$ cat src/rtl/bcs_pkg.sv
// Shared constants and types of the battery charge supervisor.
// Assumes a 250 MHz system clock; all times are derived from it here.
package bcs_pkg;

	// ************************************************************
	// Clock and time base
	// ************************************************************
	localparam int unsigned CLK_MHZ = 250;
	localparam int unsigned CLK_HZ = CLK_MHZ * 1000000;
	localparam int unsigned MS_PER_S = 1000;
	localparam int unsigned MS_CYCLES = CLK_HZ / MS_PER_S;
	localparam int unsigned FAST_SAMPLE_MS = 32;
	localparam int unsigned SLOW_SAMPLE_MS = 250;
	localparam int unsigned SLOW_FULL_MS = 30000;
	localparam int unsigned SLOW_FULL_COUNT = SLOW_FULL_MS / SLOW_SAMPLE_MS;
	localparam int unsigned SETTLE_NS = 1000;
	localparam int unsigned SETTLE_CYCLES = (SETTLE_NS * CLK_MHZ + 999) / 1000;
	localparam int unsigned TIMEOUT_MS = 140000;

	// ************************************************************
	// Register map (byte addresses, one 32-bit word each)
	// ************************************************************
	localparam logic [7:0] ADDR_STATUS = 8'h00;
	localparam logic [7:0] ADDR_MODE = 8'h04;
	localparam logic [7:0] ADDR_CURRENT = 8'h08;
	localparam logic [7:0] ADDR_VOLTAGE = 8'h0c;
	localparam logic [7:0] ADDR_ALARM = 8'h10;
	localparam logic [7:0] ADDR_ARA = 8'h14;

	// Field positions
	localparam int MODE_INHIBIT_BIT = 0;
	localparam int MODE_CLEAR_BIT = 1;
	localparam int ARA_ACK_BIT = 8;
	localparam logic [6:0] DEVICE_ADDR = 7'h12;
	localparam logic [15:0] ALARM_MASK_RST = 16'h2000;
	localparam logic [15:0] SETPOINT_RST = 16'h0000;

	// Decoded thermistor ranges, highest resistance first
	typedef enum logic [2:0] {
		RNG_OVER, RNG_COLD, RNG_NOMINAL, RNG_WARM, RNG_UNDER
	} bcs_range_type;

	typedef enum logic [1:0] {CH_IDLE, CH_WAKE, CH_CTRL} bcs_charge_type;
	typedef enum logic [1:0] {M_WAIT, M_SETTLE, M_TEST} bcs_meas_type;

	// Status word as read by software
	typedef struct packed {
		logic charge_on;
		logic ctrl;
		logic wake;
		logic power_fail;
		logic blocked;
		logic probe_under_range;
		logic probe_warm;
		logic probe_cold;
		logic probe_over_range;
		logic pack_present;
		logic mains_detected;
	} bcs_status_type;

	// Avalon-MM slave signals towards the block
	typedef struct packed {
		logic [7:0] address;
		logic read;
		logic write;
		logic [3:0] byteenable;
		logic [31:0] writedata;
	} bcs_avs_req_type;

	typedef struct packed {
		logic [31:0] readdata;
		logic waitrequest;
	} bcs_avs_rsp_type;

endpackage

$ cat src/rtl/bcs_supervisor.sv
// Charge supervisor: wake-up and controlled charging decisions, the
// thermistor threshold sequencer and the alert line with its response.
// Assumes an Avalon-MM master on sys_clk and analog comparators on pins.
//
// Overview of operation
// - An alert-response read while alert is active returns device address.
// - Alert asserts on mains or pack change, blocked set, or reset.
// - Wake-up charging needs cold, nominal or under-range and mains present.
// - Wake-up charging starts for a new pack lacking either setpoint word.
// - Wake-up ends on timeout while cold or under-range.
// - Wake-up ends on bad range, no mains, block, inhibit; both words: control.
// - Enable pin low or weak supply pauses wake-up; timer keeps running.
// - Controlled charging needs both words non-zero, good range, mains.
// - Controlled charging stops if both words not rewritten within timeout.
// - Controlled stops on bad range, no mains, block, inhibit, clear flag.
// - Clearing inhibit resumes control with the stored setpoints.
// - Enable pin low or weak supply halts control; resumes with old words.
// - Writing zero to either setpoint stops controlled charging.
// - With mains, thermistor is decoded and status updated every 32 ms.
// - Thresholds tested highest first; stop once the range is known.
// - Each threshold shifts by previous range to give hysteresis.
// - Upper thresholds drive high select, lower ones drive low select.
// - Without mains: sample every 250 ms, full decode every 30 s.
// - Range maps to over, cold, warm, under and present status bits.
// - Standby without mains checks only pack presence between full decodes.
// - Present clears on over-range, sets after two clean samples; zeroes words.
// - Blocked clears on both words rewritten, mains loss or pack removal.
// - Alert response is acknowledged only while alert is driven.
`timescale 1ns/1ps

module bcs_supervisor
	import bcs_pkg::*;
#(
	parameter int unsigned MS_CYCLES_P = MS_CYCLES,
	parameter int unsigned TIMEOUT_MS_P = TIMEOUT_MS,
	parameter int unsigned SETTLE_CYCLES_P = SETTLE_CYCLES,
	parameter logic [15:0] ALARM_MASK_P = ALARM_MASK_RST
) (
	// Clock and reset
	input wire logic sys_clk,
	input wire logic arst_n,
	// Register bus
	input wire bcs_avs_req_type avs_req,
	output bcs_avs_rsp_type avs_rsp,
	// Analog comparator pins (asynchronous)
	input wire logic adapter_sense,
	input wire logic adapter_supply,
	input wire logic charge_enable_pin,
	input wire logic probe_above,
	// Thermistor switch and reference control
	output logic probe_high_select_n,
	output logic probe_low_select_n,
	output logic [1:0] probe_threshold,
	output logic probe_hyst,
	// Charger stage
	output logic charger_enable,
	output logic wake_mode,
	output logic [15:0] current_setpoint,
	output logic [15:0] voltage_setpoint,
	// Open-drain alert pin
	output logic alert_pin_o,
	output logic alert_pin_oe
);

	// ************************************************************
	// Elaboration checks
	// ************************************************************
	if (MS_CYCLES_P < 2 || SETTLE_CYCLES_P < 1 || TIMEOUT_MS_P < 1) begin : g_chk
		$error("bcs_supervisor: timing parameters out of range");
	end

	// ************************************************************
	// State
	// ************************************************************
	typedef struct packed {
		logic [3:0] sync1;
		logic [3:0] sync2;
		logic mains_prev;
		logic [31:0] ms_cnt;
		logic ms_tick;
		logic [15:0] interval_cnt;
		logic [7:0] slow_cnt;
		bcs_meas_type meas;
		logic [1:0] thr;
		logic full;
		logic [15:0] settle_cnt;
		bcs_range_type range;
		logic present;
		logic [1:0] clean_cnt;
		logic new_pack;
		logic blocked;
		logic inhibit;
		logic [15:0] cur;
		logic [15:0] volt;
		logic cur_wr;
		logic volt_wr;
		logic blk_cur_wr;
		logic blk_volt_wr;
		bcs_charge_type chg;
		logic [31:0] tmo_cnt;
		logic alert;
		logic waitreq;
		logic [31:0] rdata;
		logic high_sel_n;
		logic low_sel_n;
		logic hyst;
		logic chg_en;
		logic wake;
	} bcs_core_type;

	bcs_core_type s_q, s_d;

	// Synchronised comparator bits
	logic mains, supply_ok, enable_ok, above;
	assign mains = s_q.sync2[0];
	assign supply_ok = s_q.sync2[1];
	assign enable_ok = s_q.sync2[2];
	assign above = s_q.sync2[3];

	// Bus request decode helpers; taken only where waitrequest is low
	logic req, acc, wr_acc, rd_acc;
	assign req = avs_req.read | avs_req.write;
	assign acc = req & ~s_q.waitreq;
	assign wr_acc = acc & avs_req.write;
	assign rd_acc = acc & avs_req.read;

	// ************************************************************
	// Next-state logic
	// ************************************************************
	always_comb begin
		logic meas_done;
		logic good_range;
		logic stop;
		logic cur_wr_ev;
		logic volt_wr_ev;
		logic clear_ev;
		logic alarm_ev;
		logic pres_fall;
		logic pres_rise;
		logic [15:0] wval;
		bcs_status_type st;
		bcs_range_type res;
		meas_done = 1'b0;
		good_range = 1'b0;
		stop = 1'b0;
		cur_wr_ev = 1'b0;
		volt_wr_ev = 1'b0;
		clear_ev = 1'b0;
		alarm_ev = 1'b0;
		pres_fall = 1'b0;
		pres_rise = 1'b0;
		wval = avs_req.writedata[15:0];
		res = s_q.range;
		s_d = s_q;

		// Two-stage synchronisers; only stage two is read
		s_d.sync1 = {probe_above, charge_enable_pin, adapter_supply,
			adapter_sense};
		s_d.sync2 = s_q.sync1;
		s_d.mains_prev = mains;

		// Millisecond enable pulse shared by all slow timers
		s_d.ms_tick = 1'b0;
		if (s_q.ms_cnt == 32'(MS_CYCLES_P - 1)) begin
			s_d.ms_cnt = '0;
			s_d.ms_tick = 1'b1;
		end else begin
			s_d.ms_cnt = s_q.ms_cnt + 32'h1;
		end

		// Thermistor sequencer; idles with both switches open to save power
		case (s_q.meas)
			M_WAIT: begin
				s_d.high_sel_n = 1'b1;
				s_d.low_sel_n = 1'b1;
				if (s_q.ms_tick) begin
					s_d.interval_cnt = s_q.interval_cnt + 16'h1;
				end
				// Fast rate with mains, slow rate without
				if (s_q.ms_tick && s_q.interval_cnt >= (mains ?
						16'(FAST_SAMPLE_MS - 1) : 16'(SLOW_SAMPLE_MS - 1))) begin
					s_d.interval_cnt = '0;
					s_d.slow_cnt = s_q.slow_cnt + 8'h1;
					// Presence-only check between slow full decodes
					s_d.full = mains || s_q.range == RNG_OVER ||
						s_q.slow_cnt >= 8'(SLOW_FULL_COUNT - 1);
					if (s_d.full) begin
						s_d.slow_cnt = '0;
					end
					s_d.thr = 2'h0;
					s_d.settle_cnt = '0;
					s_d.meas = M_SETTLE;
				end
			end
			M_SETTLE: begin
				// Upper pair senses via high select, lower via low
				s_d.high_sel_n = s_q.thr[1];
				s_d.low_sel_n = ~s_q.thr[1];
				// Shift toward the side the last range sat on
				s_d.hyst = 3'(s_q.range) <= {1'b0, s_q.thr};
				s_d.settle_cnt = s_q.settle_cnt + 16'h1;
				// Two extra cycles cover the comparator synchroniser lag
				if (s_q.settle_cnt >= 16'(SETTLE_CYCLES_P + 1)) begin
					s_d.meas = M_TEST;
				end
			end
			default: begin
				// Highest threshold first; stop once decided
				if (above) begin
					res = bcs_range_type'({1'b0, s_q.thr});
					meas_done = 1'b1;
				end else if (s_q.thr == 2'h3) begin
					res = RNG_UNDER;
					meas_done = 1'b1;
				end else if (!s_q.full) begin
					meas_done = 1'b1;
				end else begin
					s_d.thr = s_q.thr + 2'h1;
					// Switch with the index so no cycle mixes the two
					s_d.high_sel_n = s_d.thr[1];
					s_d.low_sel_n = ~s_d.thr[1];
					s_d.settle_cnt = '0;
					s_d.meas = M_SETTLE;
				end
				if (meas_done) begin
					s_d.meas = M_WAIT;
					s_d.high_sel_n = 1'b1;
					s_d.low_sel_n = 1'b1;
					s_d.range = res;
				end
			end
		endcase

		// Pack presence with two-sample qualification
		if (meas_done) begin
			if (res == RNG_OVER) begin
				s_d.clean_cnt = '0;
				s_d.present = 1'b0;
			end else if (s_q.clean_cnt == 2'h1) begin
				s_d.clean_cnt = 2'h2;
				s_d.present = 1'b1;
			end else if (s_q.clean_cnt == 2'h0) begin
				s_d.clean_cnt = 2'h1;
			end
		end
		pres_fall = s_q.present & ~s_d.present;
		pres_rise = ~s_q.present & s_d.present;
		if (pres_rise) begin
			s_d.new_pack = 1'b1;
		end

		// Register writes take effect at the accepting edge
		if (wr_acc) begin
			if (avs_req.address == ADDR_MODE && avs_req.byteenable[0]) begin
				s_d.inhibit = avs_req.writedata[MODE_INHIBIT_BIT];
				clear_ev = avs_req.writedata[MODE_CLEAR_BIT];
			end else if (avs_req.address == ADDR_CURRENT) begin
				cur_wr_ev = 1'b1;
			end else if (avs_req.address == ADDR_VOLTAGE) begin
				volt_wr_ev = 1'b1;
			end else if (avs_req.address == ADDR_ALARM) begin
				alarm_ev = |(wval & ALARM_MASK_P);
			end
		end
		if (cur_wr_ev) begin
			if (avs_req.byteenable[0]) s_d.cur[7:0] = wval[7:0];
			if (avs_req.byteenable[1]) s_d.cur[15:8] = wval[15:8];
			s_d.cur_wr = 1'b1;
			s_d.blk_cur_wr = 1'b1;
		end
		if (volt_wr_ev) begin
			if (avs_req.byteenable[0]) s_d.volt[7:0] = wval[7:0];
			if (avs_req.byteenable[1]) s_d.volt[15:8] = wval[15:8];
			s_d.volt_wr = 1'b1;
			s_d.blk_volt_wr = 1'b1;
		end

		// Warning block: set wins over every clear
		if (alarm_ev) begin
			s_d.blocked = 1'b1;
			s_d.blk_cur_wr = 1'b0;
			s_d.blk_volt_wr = 1'b0;
		end else if (s_q.blocked && ((s_d.blk_cur_wr && s_d.blk_volt_wr)
				|| !mains || pres_fall)) begin
			s_d.blocked = 1'b0;
		end

		// Removing the pack or the clear flag drops both words
		if (pres_fall || clear_ev) begin
			s_d.cur = SETPOINT_RST;
			s_d.volt = SETPOINT_RST;
		end

		// Charge mode machine
		good_range = s_q.present && (s_q.range == RNG_COLD ||
			s_q.range == RNG_NOMINAL || s_q.range == RNG_UNDER);
		stop = !good_range || !mains || s_q.blocked || s_q.inhibit;
		if (s_q.ms_tick && s_q.tmo_cnt != 32'hffffffff) begin
			s_d.tmo_cnt = s_q.tmo_cnt + 32'h1; // Pauses never reset it
		end
		case (s_q.chg)
			CH_IDLE: begin
				if (!stop && !clear_ev) begin
					if (s_q.cur != 16'h0 && s_q.volt != 16'h0) begin
						s_d.chg = CH_CTRL;
						s_d.tmo_cnt = '0;
						s_d.cur_wr = 1'b0;
						s_d.volt_wr = 1'b0;
					end else if (s_q.new_pack) begin
						s_d.chg = CH_WAKE;
						s_d.tmo_cnt = '0;
						s_d.cur_wr = 1'b0;
						s_d.volt_wr = 1'b0;
					end
				end
			end
			CH_WAKE: begin
				if (stop || clear_ev) begin
					s_d.chg = CH_IDLE;
					s_d.new_pack = 1'b0;
				end else if (s_d.cur_wr && s_d.volt_wr) begin
					s_d.chg = CH_IDLE; // Re-enters control if non-zero
					s_d.new_pack = 1'b0;
				end else if (s_q.tmo_cnt >= 32'(TIMEOUT_MS_P) &&
						(s_q.range == RNG_COLD || s_q.range == RNG_UNDER)) begin
					s_d.chg = CH_IDLE;
					s_d.new_pack = 1'b0;
				end
			end
			default: begin
				if (s_d.cur_wr && s_d.volt_wr) begin
					s_d.tmo_cnt = '0; // Both words refreshed
					s_d.cur_wr = 1'b0;
					s_d.volt_wr = 1'b0;
				end
				if (stop || clear_ev || s_d.cur == 16'h0 ||
						s_d.volt == 16'h0) begin
					s_d.chg = CH_IDLE;
				end else if (s_q.tmo_cnt >= 32'(TIMEOUT_MS_P)) begin
					s_d.chg = CH_IDLE; // Stale words must be resent
					s_d.cur = SETPOINT_RST;
					s_d.volt = SETPOINT_RST;
				end
			end
		endcase

		// Output only while charging and not paused
		s_d.chg_en = s_d.chg != CH_IDLE && enable_ok && supply_ok;
		s_d.wake = s_d.chg == CH_WAKE;

		// Alert events, then release by the alert response read
		if (rd_acc && avs_req.address == ADDR_ARA) begin
			s_d.alert = 1'b0;
		end
		if ((mains != s_q.mains_prev) || pres_fall || pres_rise ||
				(alarm_ev && !s_q.blocked)) begin
			s_d.alert = 1'b1; // Set wins over the release
		end

		// Bus slave: one wait state, then a single-cycle answer
		st = '{charge_on: s_q.chg_en, ctrl: s_q.chg == CH_CTRL,
			wake: s_q.chg == CH_WAKE, power_fail: !(enable_ok && supply_ok),
			blocked: s_q.blocked,
			probe_under_range: s_q.range == RNG_UNDER,
			probe_warm: s_q.range == RNG_WARM || s_q.range == RNG_UNDER,
			probe_cold: s_q.range == RNG_COLD || s_q.range == RNG_OVER,
			probe_over_range: s_q.range == RNG_OVER,
			pack_present: s_q.present, mains_detected: mains};
		s_d.waitreq = 1'b1;
		if (req && s_q.waitreq) begin
			s_d.waitreq = 1'b0;
			s_d.rdata = '0;
			if (avs_req.address == ADDR_STATUS) begin
				s_d.rdata = 32'(st);
			end else if (avs_req.address == ADDR_MODE) begin
				s_d.rdata[MODE_INHIBIT_BIT] = s_q.inhibit;
			end else if (avs_req.address == ADDR_CURRENT) begin
				s_d.rdata = {16'h0, s_q.cur};
			end else if (avs_req.address == ADDR_VOLTAGE) begin
				s_d.rdata = {16'h0, s_q.volt};
			end else if (avs_req.address == ADDR_ARA && s_q.alert) begin
				s_d.rdata[ARA_ACK_BIT] = 1'b1;
				s_d.rdata[6:0] = DEVICE_ADDR;
			end
		end
	end

	// ************************************************************
	// State register
	// ************************************************************
	// Alert is raised out of reset to flag the power-on event
	always_ff @(posedge sys_clk or negedge arst_n) begin
		if (!arst_n) begin
			s_q <= '{meas: M_WAIT, range: RNG_OVER, chg: CH_IDLE,
				alert: 1'b1, waitreq: 1'b1,
				high_sel_n: 1'b1, low_sel_n: 1'b1,
				cur: SETPOINT_RST, volt: SETPOINT_RST, default: '0};
		end else begin
			s_q <= s_d;
		end
	end

	// ************************************************************
	// Outputs
	// ************************************************************
	assign avs_rsp.readdata = s_q.rdata;
	assign avs_rsp.waitrequest = s_q.waitreq;
	assign probe_high_select_n = s_q.high_sel_n;
	assign probe_low_select_n = s_q.low_sel_n;
	assign probe_threshold = s_q.thr;
	assign probe_hyst = s_q.hyst;
	assign charger_enable = s_q.chg_en;
	assign wake_mode = s_q.wake;
	assign current_setpoint = s_q.cur;
	assign voltage_setpoint = s_q.volt;
	// Open drain: only ever pulls low
	assign alert_pin_o = 1'b0;
	assign alert_pin_oe = s_q.alert;

endmodule

$ cat config.mk
export PLATFORM = sky130hd
export DESIGN_NAME = bcs_supervisor
export DESIGN_NICKNAME = d
export VERILOG_FILES = /design/src/rtl/bcs_pkg.sv /design/src/rtl/bcs_supervisor.sv
export SDC_FILE = /design/constraint.sdc
export NUM_CORES = 1
export LEC_CHECK = 0
export BUFFER_PORTS_ARGS = -buffer_cell sky130_fd_sc_hd__buf_2
export CAP_MARGIN = 25
export CORE_ASPECT_RATIO = 1.75
export CORE_MARGIN = 10
export CORE_UTILIZATION = 51
export DETAILED_ROUTE_END_ITERATION = 12
export GPL_TIMING_DRIVEN = 0
export PLACE_DENSITY = 0.69
export SLEW_MARGIN = 25
export SYNTH_ARGS = -nofsm -noshare
export SYNTH_HDL_FRONTEND = slang
export SYNTH_SLANG_ARGS = --single-unit
export TNS_END_PERCENT = 30
$ cat constraint.sdc
create_clock -name sys_clk -period 5.4 [get_ports sys_clk]
set_input_delay 1.08 -clock sys_clk [delete_from_list [all_inputs] [get_ports sys_clk]]
set_output_delay 1.08 -clock sys_clk [all_outputs]
set_load 0.03 [all_outputs]
=== Yosys cells after proc, flatten, opt, wreduce, memory -nomap -nowiden ===
Cells that the tools add are included.

* Add/subtract/negate cells: 6
* $lt $le $gt $ge: 5
* Eq/ne operators: 26
* Muxes and demuxes: 101
* Bitwise gates (word level): 13
* Reductions and logical operators: 71

{| class="wikitable"
|+ Operators with widths
! kind !! number
|-
| $mux W32 || 8
|-
| $mux W16 || 7
|-
| $mux W34 || 3
|-
| $add A32 B1 Y32 const B || 2
|-
| $pmux W32 S2 || 1
|-
| $mux W8 || 6
|-
| $mux W45 || 1
|-
| $mux W1 || 38
|-
| $mux W2 || 18
|-
| $mux W33 || 1
|-
| $add A16 B1 Y16 const B || 2
|-
| $eq A32 B18 Y1 const B || 1
|-
| $ge A32 B18 Y1 const B || 1
|-
| $logic_not A16 Y1 || 2
|-
| $ne A32 B32 Y1 const B || 1
|-
| $pmux W16 S2 || 1
|-
| $reduce_bool A16 Y1 || 2
|-
| $mux W31 || 1
|-
| $pmux W2 S2 || 5
|-
| $logic_or A1 B1 Y1 || 19
|-
| $logic_and A1 B1 Y1 || 17
|-
| $eq A8 B4 Y1 const B || 2
|-
| $eq A8 B5 Y1 const B || 2
|-
| $ge A16 B8 Y1 || 1
|-
| other kinds (35) || 80
|}

* Bits in registers: 205
* Input bits: 52

=== Depth between registers and ports, before layout ===
Gate-level depths: netlist of the first run.

* Word-level depth: 19
* Mapped depth: 11

=== Least setup slack after synthesis of the first run ===
Ideal clock, no wire load.

* Path type: input to register
* From: input port avs_req[39] in the netlist's numbering
* To: register s_q, in the netlist current_setpoint[0]
* Arrival: 2766 ps
* Data required time: 5264 ps
* Setup slack: 2498 ps
* Stages: 8
* Path buffers: 2
* Cell sequence: nor4b_2 nand4_1 buf_2 mux2i_1 a211o_1 a211oi_2 buf_4 nor3_1

{| class="wikitable"
|+ RTL lines
! element !! RTL line !! RTL
|-
| from (decl) || bcs_supervisor.sv:43 || <nowiki>input wire bcs_avs_req_type avs_req,</nowiki>
|-
| to (signal assigned) || bcs_supervisor.sv:394 || <nowiki>s_q <= '{meas: M_WAIT, range: RNG_OVER, chg: CH_IDLE,</nowiki>
|-
| to (decl) || bcs_supervisor.sv:111 || <nowiki>bcs_core_type s_q, s_d;</nowiki>
|}

==> impl_metrics.ini, run 1 <==
[synthesis]
synth.distinct_cells = 73
yosys-mux-area-fraction_pct = 5.53
synth_edf_count = 0
synth_ff_type = dfrtp_1
post_synth.cell_area_avg_sq_um = 9.87
synth_compound_area_share_pct = 10.4
async_reset_ff_share_pct = 100
yosys_warnings = 0
synth_xor_area_share_pct = 5.41
synth-seq-area-share_pct = 47.2
synth_top_family_by_area = simple AND/OR/NAND/NOR gates
synth-adder-area-share_pct = 1.74
ys_ff_latch = 189
synth_simple_gate_area_share_pct = 21.7
netlist_area_sq_um = 10000
synthCells = 1017

[place]
hpwlAfterDp_microns = 19300
port_buffers = 90
postPlaceCellArea_sq_um = 10900
gp_congestion = 0.892
dp_cells = 1366

[route]
routedWlPerCell_microns = 18.2
antenna_left = 0
drt_iter0_markers = 551
dr.pass1.iters = 5
drt-vias-per-instance = 5.75
wl_met1_microns = 9300
vias = 8034
wl_met3_microns = 1120
drt_wl_total_microns = 25500
drc_errors = 0
dr_wl_met2_microns = 13800
highest_layer = met4

[critical_path]
reg2reg_depth = 11
rr_startpoint = mains
crit_required_ns = 5.69
worst-setup-path-type = in2reg
worstSetupStartpointType = input port
cp-startpoint = avs_req[39]
end_kind = flip-flop
crit_path_max_fanout = 10
worstPathArrival_ns = 3.32

[cts]
cts.sinks = 189
post_cts_resized = 0
cts_made_buffers = 17
cts_buffer_depth = 2
root_buffer = clkbuf_16
htreeDepth = 4
cts_setup_buffers = 0
insertion_delay_ns = 0.44
hold_buffers = 0
path_clk_slew_ns = 0.07
cts_tree = done

[sta]
finalSetupTns_ns = 0
maxSlewViolCount = 0
setup_viol = 0
hold_viol = 0
skew_ns = 0.0121
grt_setup_unrepaired = false
min_period_ns = 3.03
tightest_slew_ns = 0.737
fmax_mhz = 330
slew-limit-headroom_pct = 50.8
period_share_pct = 56.1

[global_routing]
antenna_found_initial = 0
grt_pass1_vias = 8116
grt_overflow = 0
grt_pass1_wl_microns = 41700
grt_max_degree = 89
grt_use_total_pct = 19.7

[pwr]
power.total_mw = 2.94
vdd_drop_max_v = 0.000198
leakagePower_nw = 5.66
powerDensity_nw_per_um2 = 254

[die]
die_h_microns = 206
die-area_sq_um = 25900
row_count = 67
coreArea_sq_um = 19300
initial_utilization_pct = 52.1
die_x_microns = 126
io_pins = 126

[cells_and_area]
drive_above_1_share_pct = 20.4
nNetsFinal = 1210
post-route-cell-area_sq_um = 11500
area_growth_pct = 15.0
nFillCells = 1647
stdcell_count = 1398
antenna_cells = 0

[flow_run]
max-cap-violations = 0

[run_status]
status = complete, no violations

[worst_hold_path]
hold_start = s_d[199]
hp-class = reg2reg
holdPathStages = 0
[cell families (layout without fill, tap and decap cells)]
kind of cell / count (synthesis) / after routing
AO/OA/AOI/OAI: 155 / 155
XOR/XNOR: 62 / 62
adder cells (fa/ha/maj): 14 / 14
buffers and inverters: 130 / 254
flip-flops: 189 / 189
multiplexers: 54 / 54
other: 1 / 17
AND/OR/NAND/NOR: 412 / 412
[synth_stat cells, types with 14 or more instances]
cell type  number  area share (%)
dfrtp_1       185              46
nor2_1         89             3.3
buf_4          75             5.6
nand2_1        64             2.4
nor3_1         56             2.8
mux2i_1        51             5.1
nand3_1        51             2.5
xnor2_1        43             3.8
o21ai_0        41             2.0
a21oi_1        36             1.8
nor4_1         33             2.1
nand4_1        31             1.9
inv_1          24            0.90
o31ai_1        21             1.6
xor2_1         19             1.7
clkbuf_1       16            0.60
ha_1           14             1.7
[worst max-delay path: stages]
cell and delay (ns):
buf_2 0.13, nor4b_2 0.49, nand4_1 0.14, buf_2 0.24
mux2i_1 0.17, a211o_1 0.33, a211oi_2 0.38, buf_4 0.27
nor3_1 0.08
[final timing paths]
check / slack (ns) / to
max: 2.37 / current_setpoint[2]
min: 0.35 / enable_ok
max reg2reg: 2.44 / s_q[130]
min reg2reg: 0.35 / enable_ok
max in group asynchronous: 3.85 / s_q[175]
min in group asynchronous: 0.46 / enable_ok
[registers in the layout, summed over array words and instances, names as in the netlist, 2 cells and up]
signal and flops:
voltage_setpoint 16, s_q 125, avs_rsp 17, s_d 4, probe_threshold 2, current_setpoint 16
[layout by cell type (no fill, tap or decap), drive strengths merged, types with 5 or more instances in the layout]
| cell | count |
|---|---|
| nand4 | 32 |
| or2 | 6 |
| a21o | 6 |
| nand2 | 64 |
| and4 | 12 |
| nor3 | 56 |
| o21ai | 42 |
| or3 | 10 |
| a21oi | 37 |
| dfrtp | 185 |
| buf | 180 |
| nand2b | 7 |
| nor2b | 12 |
| and3 | 10 |
| ha | 14 |
| and2 | 5 |
| a211o | 6 |
| conb | 17 |
| xor2 | 19 |
| nand3 | 51 |
| o31ai | 21 |
| a31oi | 10 |
| mux2i | 51 |
| or4 | 12 |
| clkbuf | 37 |
| nor2 | 89 |
| inv | 28 |
| xnor2 | 43 |
| nor4 | 34 |
[power by group]
group          switching (mW)  total, mW  internal [mW]
Clock                   0.560       1.35          0.793
Combinational           0.101      0.150         0.0487
Sequential            0.00940       1.43           1.43
Total                   0.671       2.94           2.27
[final cells by class]
type | count | area, sq um | area share [%]
buffer | 106 | 711 | 6.15
clock buffer | 20 | 447 | 3.87
clock inverter | 12 | 183 | 1.58
inverter | 24 | 90.1 | 0.780
multi-input combinational | 714 | 4570 | 39.5
sequential | 189 | 4730 | 41.0
tap | 241 | 302 | 2.61
timing repair buffer | 92 | 515 | 4.46
[metrics by stage]
| stage | setup slack (ns) | util (%) | hold slack, ns |
|---|---|---|---|
| 2_1_floorplan | 2.50 | - | 0.331 |
| 3_3_place_gp | 0.140 | 56.3 | 0.334 |
| 3_5_place_dp | 1.96 | 56.6 | 0.336 |
| 4_1_cts | 2.40 | 59.9 | 0.352 |
| 5_1_grt | 2.16 | 59.9 | 0.358 |
| 6_report | 2.37 | 59.9 | 0.350 |
[layer usage]
layer / GRT usage (%) / vias up
li1: - / 3832
met1: 20.2 / 3912
met2: 36.5 / 224
met3: 3.76 / 66
met4: 11.1 / 0
met5: 0 / -
Power figures use the tool's default switching activity.
==> inputs of run 2 (changes only) <==
Settings changed: ABC_AREA set to 1, PLACE_DENSITY 0.69 to 0.71.
Clock period 5.4 ns to 2.5 ns, I/O delays scaled along.
==> run 2 against run 1 <==
  * The run now ends with negative setup slack left
  * Cell count rose by 31%
  * Wire length increased by 19%
  * Critical path depth grew 9
  * Worst setup slack got worse by 2.4 ns
  * Sequential share of layout area down 4.7 points
  * Final area grew 13%
  * Combinational power rose to 5.6 times the previous value
  * Critical path type is now reg2reg
  * Largest power group unchanged
  * Highest routed layer unchanged
==> impl_metrics.ini, run 2 <==
[run_status]
status = finished with violations
violations = negative setup slack

[global_routing]
grt_use_met2_pct = 39.8
grt-busiest-layer = met2
grt_pass1_wl_microns = 47900
met1_usage_pct = 21.8
antenna_found_initial = 0
grt_max_degree = 87
use_met3_pct = 3.58
grt_pass1_vias = 9696
grt_overflow = 0
grt_use_total_pct = 21.9

[die]
initial_utilization_pct = 51.9
coreArea_sq_um = 20900
die_x_microns = 130
io_pins = 126
row_count = 70
die-area_sq_um = 27800
die_h_microns = 213

[sta]
timing.final.ws_setup_ns = -0.0433
period_share_pct = 102
grt_setup_unrepaired = true
finalSetupTns_ns = -0.394
setup_viol = 19
skew_ns = 0.0105
slew-limit-headroom_pct = 44.4
tightest_slew_ns = 0.825
maxSlewViolCount = 0
fmax_mhz = 393
min_period_ns = 2.54
hold_viol = 0

[cells_and_area]
stdcell_count = 1826
finish.utilization_pct = 62.4
antenna_cells = 0
largest_reg_flops = 125
final_common_cell = nand2_1
nFillCells = 1864
top_register = s_q
post-route-cell-area_sq_um = 13100
drive_above_1_share_pct = 23.5
area_growth_pct = 20.3
layout_common_cells = nand2_1, inv_1, dfrtp_1, nor2_1, o21ai_0
nNetsFinal = 1627

[place]
gp_congestion = 0.974
hpwlAfterDp_microns = 22400
dp_cells = 1769
postPlaceCellArea_sq_um = 11800
port_buffers = 90

[synthesis]
synth_most_common_cell = nand2_1
netlist_top_cells_area = dfrtp_1, nand2_1, inv_1, nor2_1, buf_4
post_synth.cell_area_avg_sq_um = 7.71
ys_ff_latch = 189
synth.distinct_cells = 56
netlist_area_sq_um = 10900
yosys-top-cells-count = nand2_1, inv_1, dfrtp_1
synth-seq-area-share_pct = 43.6
synth_top_area_cell = dfrtp_1
synthCells = 1409
yosys_warnings = 0
synth.top_cell.area_share_pct = 42.6
synth_ff_type = dfrtp_1
async_reset_ff_share_pct = 100
synth_edf_count = 0

[route]
dr.pass1.iters = 5
drt_iter0_markers = 692
antenna_left = 0
drt_wl_total_microns = 30400
routedWlPerCell_microns = 16.6
vias = 9646
drc_errors = 0
drt-vias-per-instance = 5.28

[critical_path]
crit_chain = ha_4 > nor2_4 > nand2_2 > nand2_2 > nor2_4 > nand3_4 > nand2_8 > buf_8 > a21oi_1 > nor2_1 > nand2_1 > nor2_4 > nor2_4 > nand3_4 > buf_12 > clkbuf_16 > nand2_4 > inv_2
path_buf_inv = 4
crit_path_max_fanout = 6
cp_top_family = simple AND/OR/NAND/NOR gates
worstSetupStartpointType = flip-flop
end_kind = flip-flop
cpMaxStageDelayCell = dfrtp_2
crit_top_cell = nor2_4
max_stage_delay_ns = 0.43
worst-setup-path-type = reg2reg
worstPathArrival_ns = 2.89
crit_required_ns = 2.85

[cts]
insertion_delay_ns = 0.45
htreeDepth = 4
root_buffer = clkbuf_16
cts.sinks = 189
cts_tree = done
path_clk_slew_ns = 0.08
cts_buffer_depth = 2
cts_made_buffers = 17

[pwr]
leakagePower_nw = 6.62
power.total_mw = 6.71
powerDensity_nw_per_um2 = 514
vdd_drop_max_v = 0.000367

[flow_run]
max-cap-violations = 0

[worst_hold_path]
hp-class = in2reg
==> run 2: stage by stage <==
stage	setup slack [ns]	hold slack (ns)
after floorplan	0.319	0.204
after global placement	-2.24	0.333
after detailed placement	-0.185	0.335
after CTS	0.00139	0.142
after global routing	-0.151	0.142
final	-0.0433	0.153
==> run 2: layer usage <==
layer | routed length [microns] | vias up
li1 | - | 4743
met1 | 10800 | 4523
met2 | 16200 | 281
met3 | 1410 | 99
met4 | 1950 | 0
met5 | 0 | -
==> run 2: path summary, 6_finish.rpt <==
kind / startpoint / to / slack [ns] / cells past startpoint
max reg2reg: probe_threshold[0] / current_setpoint[14] / -0.04 / 18
max in group asynchronous: arst_n / voltage_setpoint[6] / 0.93 / 4
min reg2reg: s_d[199] / enable_ok / 0.35 / 0
min: probe_above / s_d[200] / 0.15 / 1
max: probe_threshold[0] / current_setpoint[14] / -0.04 / 18
min in group asynchronous: arst_n / s_q[141] / 0.49 / 2
==> run 2: area by class of cell <==
class / count / area, sq um / area share (%)
multi-input cells: 923 / 5070 / 38.8
flip-flops and latches: 189 / 4740 / 36.3
repair buffers: 117 / 813 / 6.22
inverters: 211 / 795 / 6.08
plain buffers: 102 / 766 / 5.86
clock buffers: 17 / 425 / 3.26
well taps: 252 / 315 / 2.41
clock inverters: 15 / 144 / 1.10
==> run 2: kinds of logic after synthesis <==
kind of cell             after synthesis  share of synthesized area (%)
AO/OA/AOI/OAI                        208                           10.6
XOR/XNOR                              55                           4.44
adder cells (fa/ha/maj)               14                           1.61
buffers and inverters                313                           13.9
flip-flops                           189                           43.6
other                                  1                         0.0345
AND/OR/NAND/NOR                      629                           25.8
==> run 2: power breakdown <==
part,internal (mW),switching [mW]
clock network,1.33,1.36
registers,3.12,0.0679
logic,0.304,0.533
total,4.76,1.96
==> run 2: timing repair <==
item,in CTS,in global routing
gates cloned,3,2
gates resized for setup,20,124
pin swaps,5,25
endpoints found under the setup margin,66,85
setup buffers,8,11
hold buffers,1,0
hold endpoints to repair,25,0
==> inputs of run 3 (changes only) <==
Settings changed: ABC_AREA 1 to not set, CORE_UTILIZATION 51 to 50, PLACE_DENSITY 0.71 to 0.7, SKIP_CTS_REPAIR_TIMING set to 1.
==> run 3 against run 2 <==
  * The flow now finishes without violations
  * Via count is 17% lower
  * Final area is 9.5% lower
  * Sequential power is 3% lower
  * Clock power is 4% higher
  * First-iteration DRC count is 11% lower
  * Clock skew is 0.0040 ns higher
  * Register-to-register slack better by 0.11 ns
  * Largest power group unchanged
==> impl_metrics.ini, run 3 (synthesized netlist as in run 1, its figures left out) <==
[run_status]
status = complete, no violations

[die]
die-area_sq_um = 26400
die_h_microns = 207
row_count = 68
coreArea_sq_um = 19700
die_x_microns = 127
io_pins = 126
initial_utilization_pct = 50.9

[flow_run]
max-cap-violations = 0

[route]
drt_wl_total_microns = 25700
drt-vias-per-instance = 5.68
dr.pass1.iters = 5
drt_iter0_markers = 619
drc_errors = 0
antenna_left = 0
routedWlPerCell_microns = 18.2
vias = 8016

[pwr]
p_clk_share_pct = 45.0
seqPwrFrac_pct = 49.6
powerDensity_nw_per_um2 = 529
vdd_drop_max_v = 0.000389
p_int_mw = 4.71
leakagePower_nw = 5.76
switching_share_pct = 24.7
combPwrFrac_pct = 5.5
p_switching_mw = 1.54

[sta]
skew_ns = 0.0145
grt_setup_unrepaired = true
min_period_ns = 2.43
timing.final.ws_setup_ns = 0.0678
slew-limit-headroom_pct = 49.3
setup_viol = 0
hold_viol = 0
fmax_mhz = 411
period_share_pct = 97.3
maxSlewViolCount = 0
tightest_slew_ns = 0.761

[place]
gp_congestion = 0.979
place_ws_ns = -0.373
hpwlAfterDp_microns = 19100
dp_cells = 1370
port_buffers = 90

[critical_path]
cp_top_family = compound AO/OA/AOI/OAI gates
worstSetupStartpointType = flip-flop
crit_required_ns = 2.83
crit_chain = inv_2 > ha_4 > a21o_1 > a211o_1 > a2111oi_4 > or2_1 > buf_6 > buf_8 > buf_8 > nor3_1 > o21a_1
max_stage_delay_ns = 0.44
crit_top_cell = buf_8
worstPathArrival_ns = 2.76
cpMaxStageDelayCell = dfrtp_2
crit_path_max_fanout = 6
worst-setup-path-type = reg2reg
path_buf_inv = 4
end_kind = flip-flop

[cells_and_area]
antenna_cells = 0
nNetsFinal = 1220
stdcell_count = 1412
area_growth_pct = 17.7
final_common_cell = dfrtp_1
drive_above_1_share_pct = 23.8
top_register = s_q
largest_reg_flops = 125
layout_common_cells = dfrtp_1, buf_2, nor2_1, buf_4, nand2_1

[global_routing]
grt_pass1_vias = 8121
grt_max_degree = 80
grt_pass1_wl_microns = 41900
grt_use_total_pct = 19.2
grt_overflow = 0
antenna_found_initial = 0

[cts]
cts_made_buffers = 17
cts.sinks = 189
root_buffer = clkbuf_16
path_clk_slew_ns = 0.08
insertion_delay_ns = 0.44
cts_tree = done
cts_buffer_depth = 2
htreeDepth = 4

[worst_hold_path]
hp-class = in2reg
[run 3: worst reg2reg max path, delay by kind of cell, from the launching register on]
family,cells,cell delay (ns)
and+or+nand+nor,2,0.23
AOI/OAI and AO/OA,4,1.00
adders and majority gates,1,0.20
DFF,1,0.44
buffers and inverters,4,0.46
[run 3: final timing paths]
path	startpoint	endpoint	slack (ns)	cells past startpoint
setup reg to reg	mains	s_q[130]	0.07	11
hold reg to reg	s_d[197]	mains	0.35	0
min in group asynchronous	arst_n	avs_rsp[11]	0.57	2
hold / removal	probe_above	s_d[200]	0.17	1
setup / recovery	mains	s_q[130]	0.07	11
max in group asynchronous	arst_n	s_q[69]	1.20	3
[run 3: area by class of cell]
type | instances | area (sq um)
plain buffers | 106 | 751
clock buffers | 18 | 429
clock inverters | 14 | 169
fillers | 1699 | 7920
inverters | 24 | 90.1
multi-input cells | 714 | 4720
flip-flops and latches | 189 | 4740
well taps | 245 | 307
repair buffers | 102 | 611
[run 3: metal layers]
layer  routed length, microns  share of wire, %  vias to the layer above  global-route usage (%)
met2                    13700                53                      194                    33.9
li1                         -                 -                     3882                       -
met3                     1010               3.9                       67                    3.32
met4                     1410               5.5                        0                    12.2
met1                     9520                37                     3873                    20.3
met5                        0                 0                        -                       0
[run 3: through the flow]
stage | total power, mW | utilization (%) | TNS, ns | instance area (sq um) | hold WS [ns]
2_1_floorplan | 3.32 | - | 0 | 10100 | 0.204
3_3_place_gp | 3.47 | 55.0 | -430.92 | 10900 | 0.335
3_5_place_dp | 3.49 | 55.3 | -26.15 | 10900 | 0.339
4_1_cts | 6.29 | 58.4 | -5.97 | 11500 | -0.0343
5_1_grt | 6.45 | 59.9 | -0.0780 | 11800 | 0.163
6_report | 6.25 | 59.9 | 0 | 11800 | 0.166
[run 3: power groups by stage]
stage / sequential [mW] / combinational (mW) / clock (mW)
finish: 3.10 / 0.341 / 2.81
CTS: 3.10 / 0.328 / 2.86
detailed placement: 3.16 / 0.328 / 0
global route: 3.10 / 0.376 / 2.97
global placement: 3.16 / 0.312 / 0
floorplan: 3.15 / 0.171 / 0
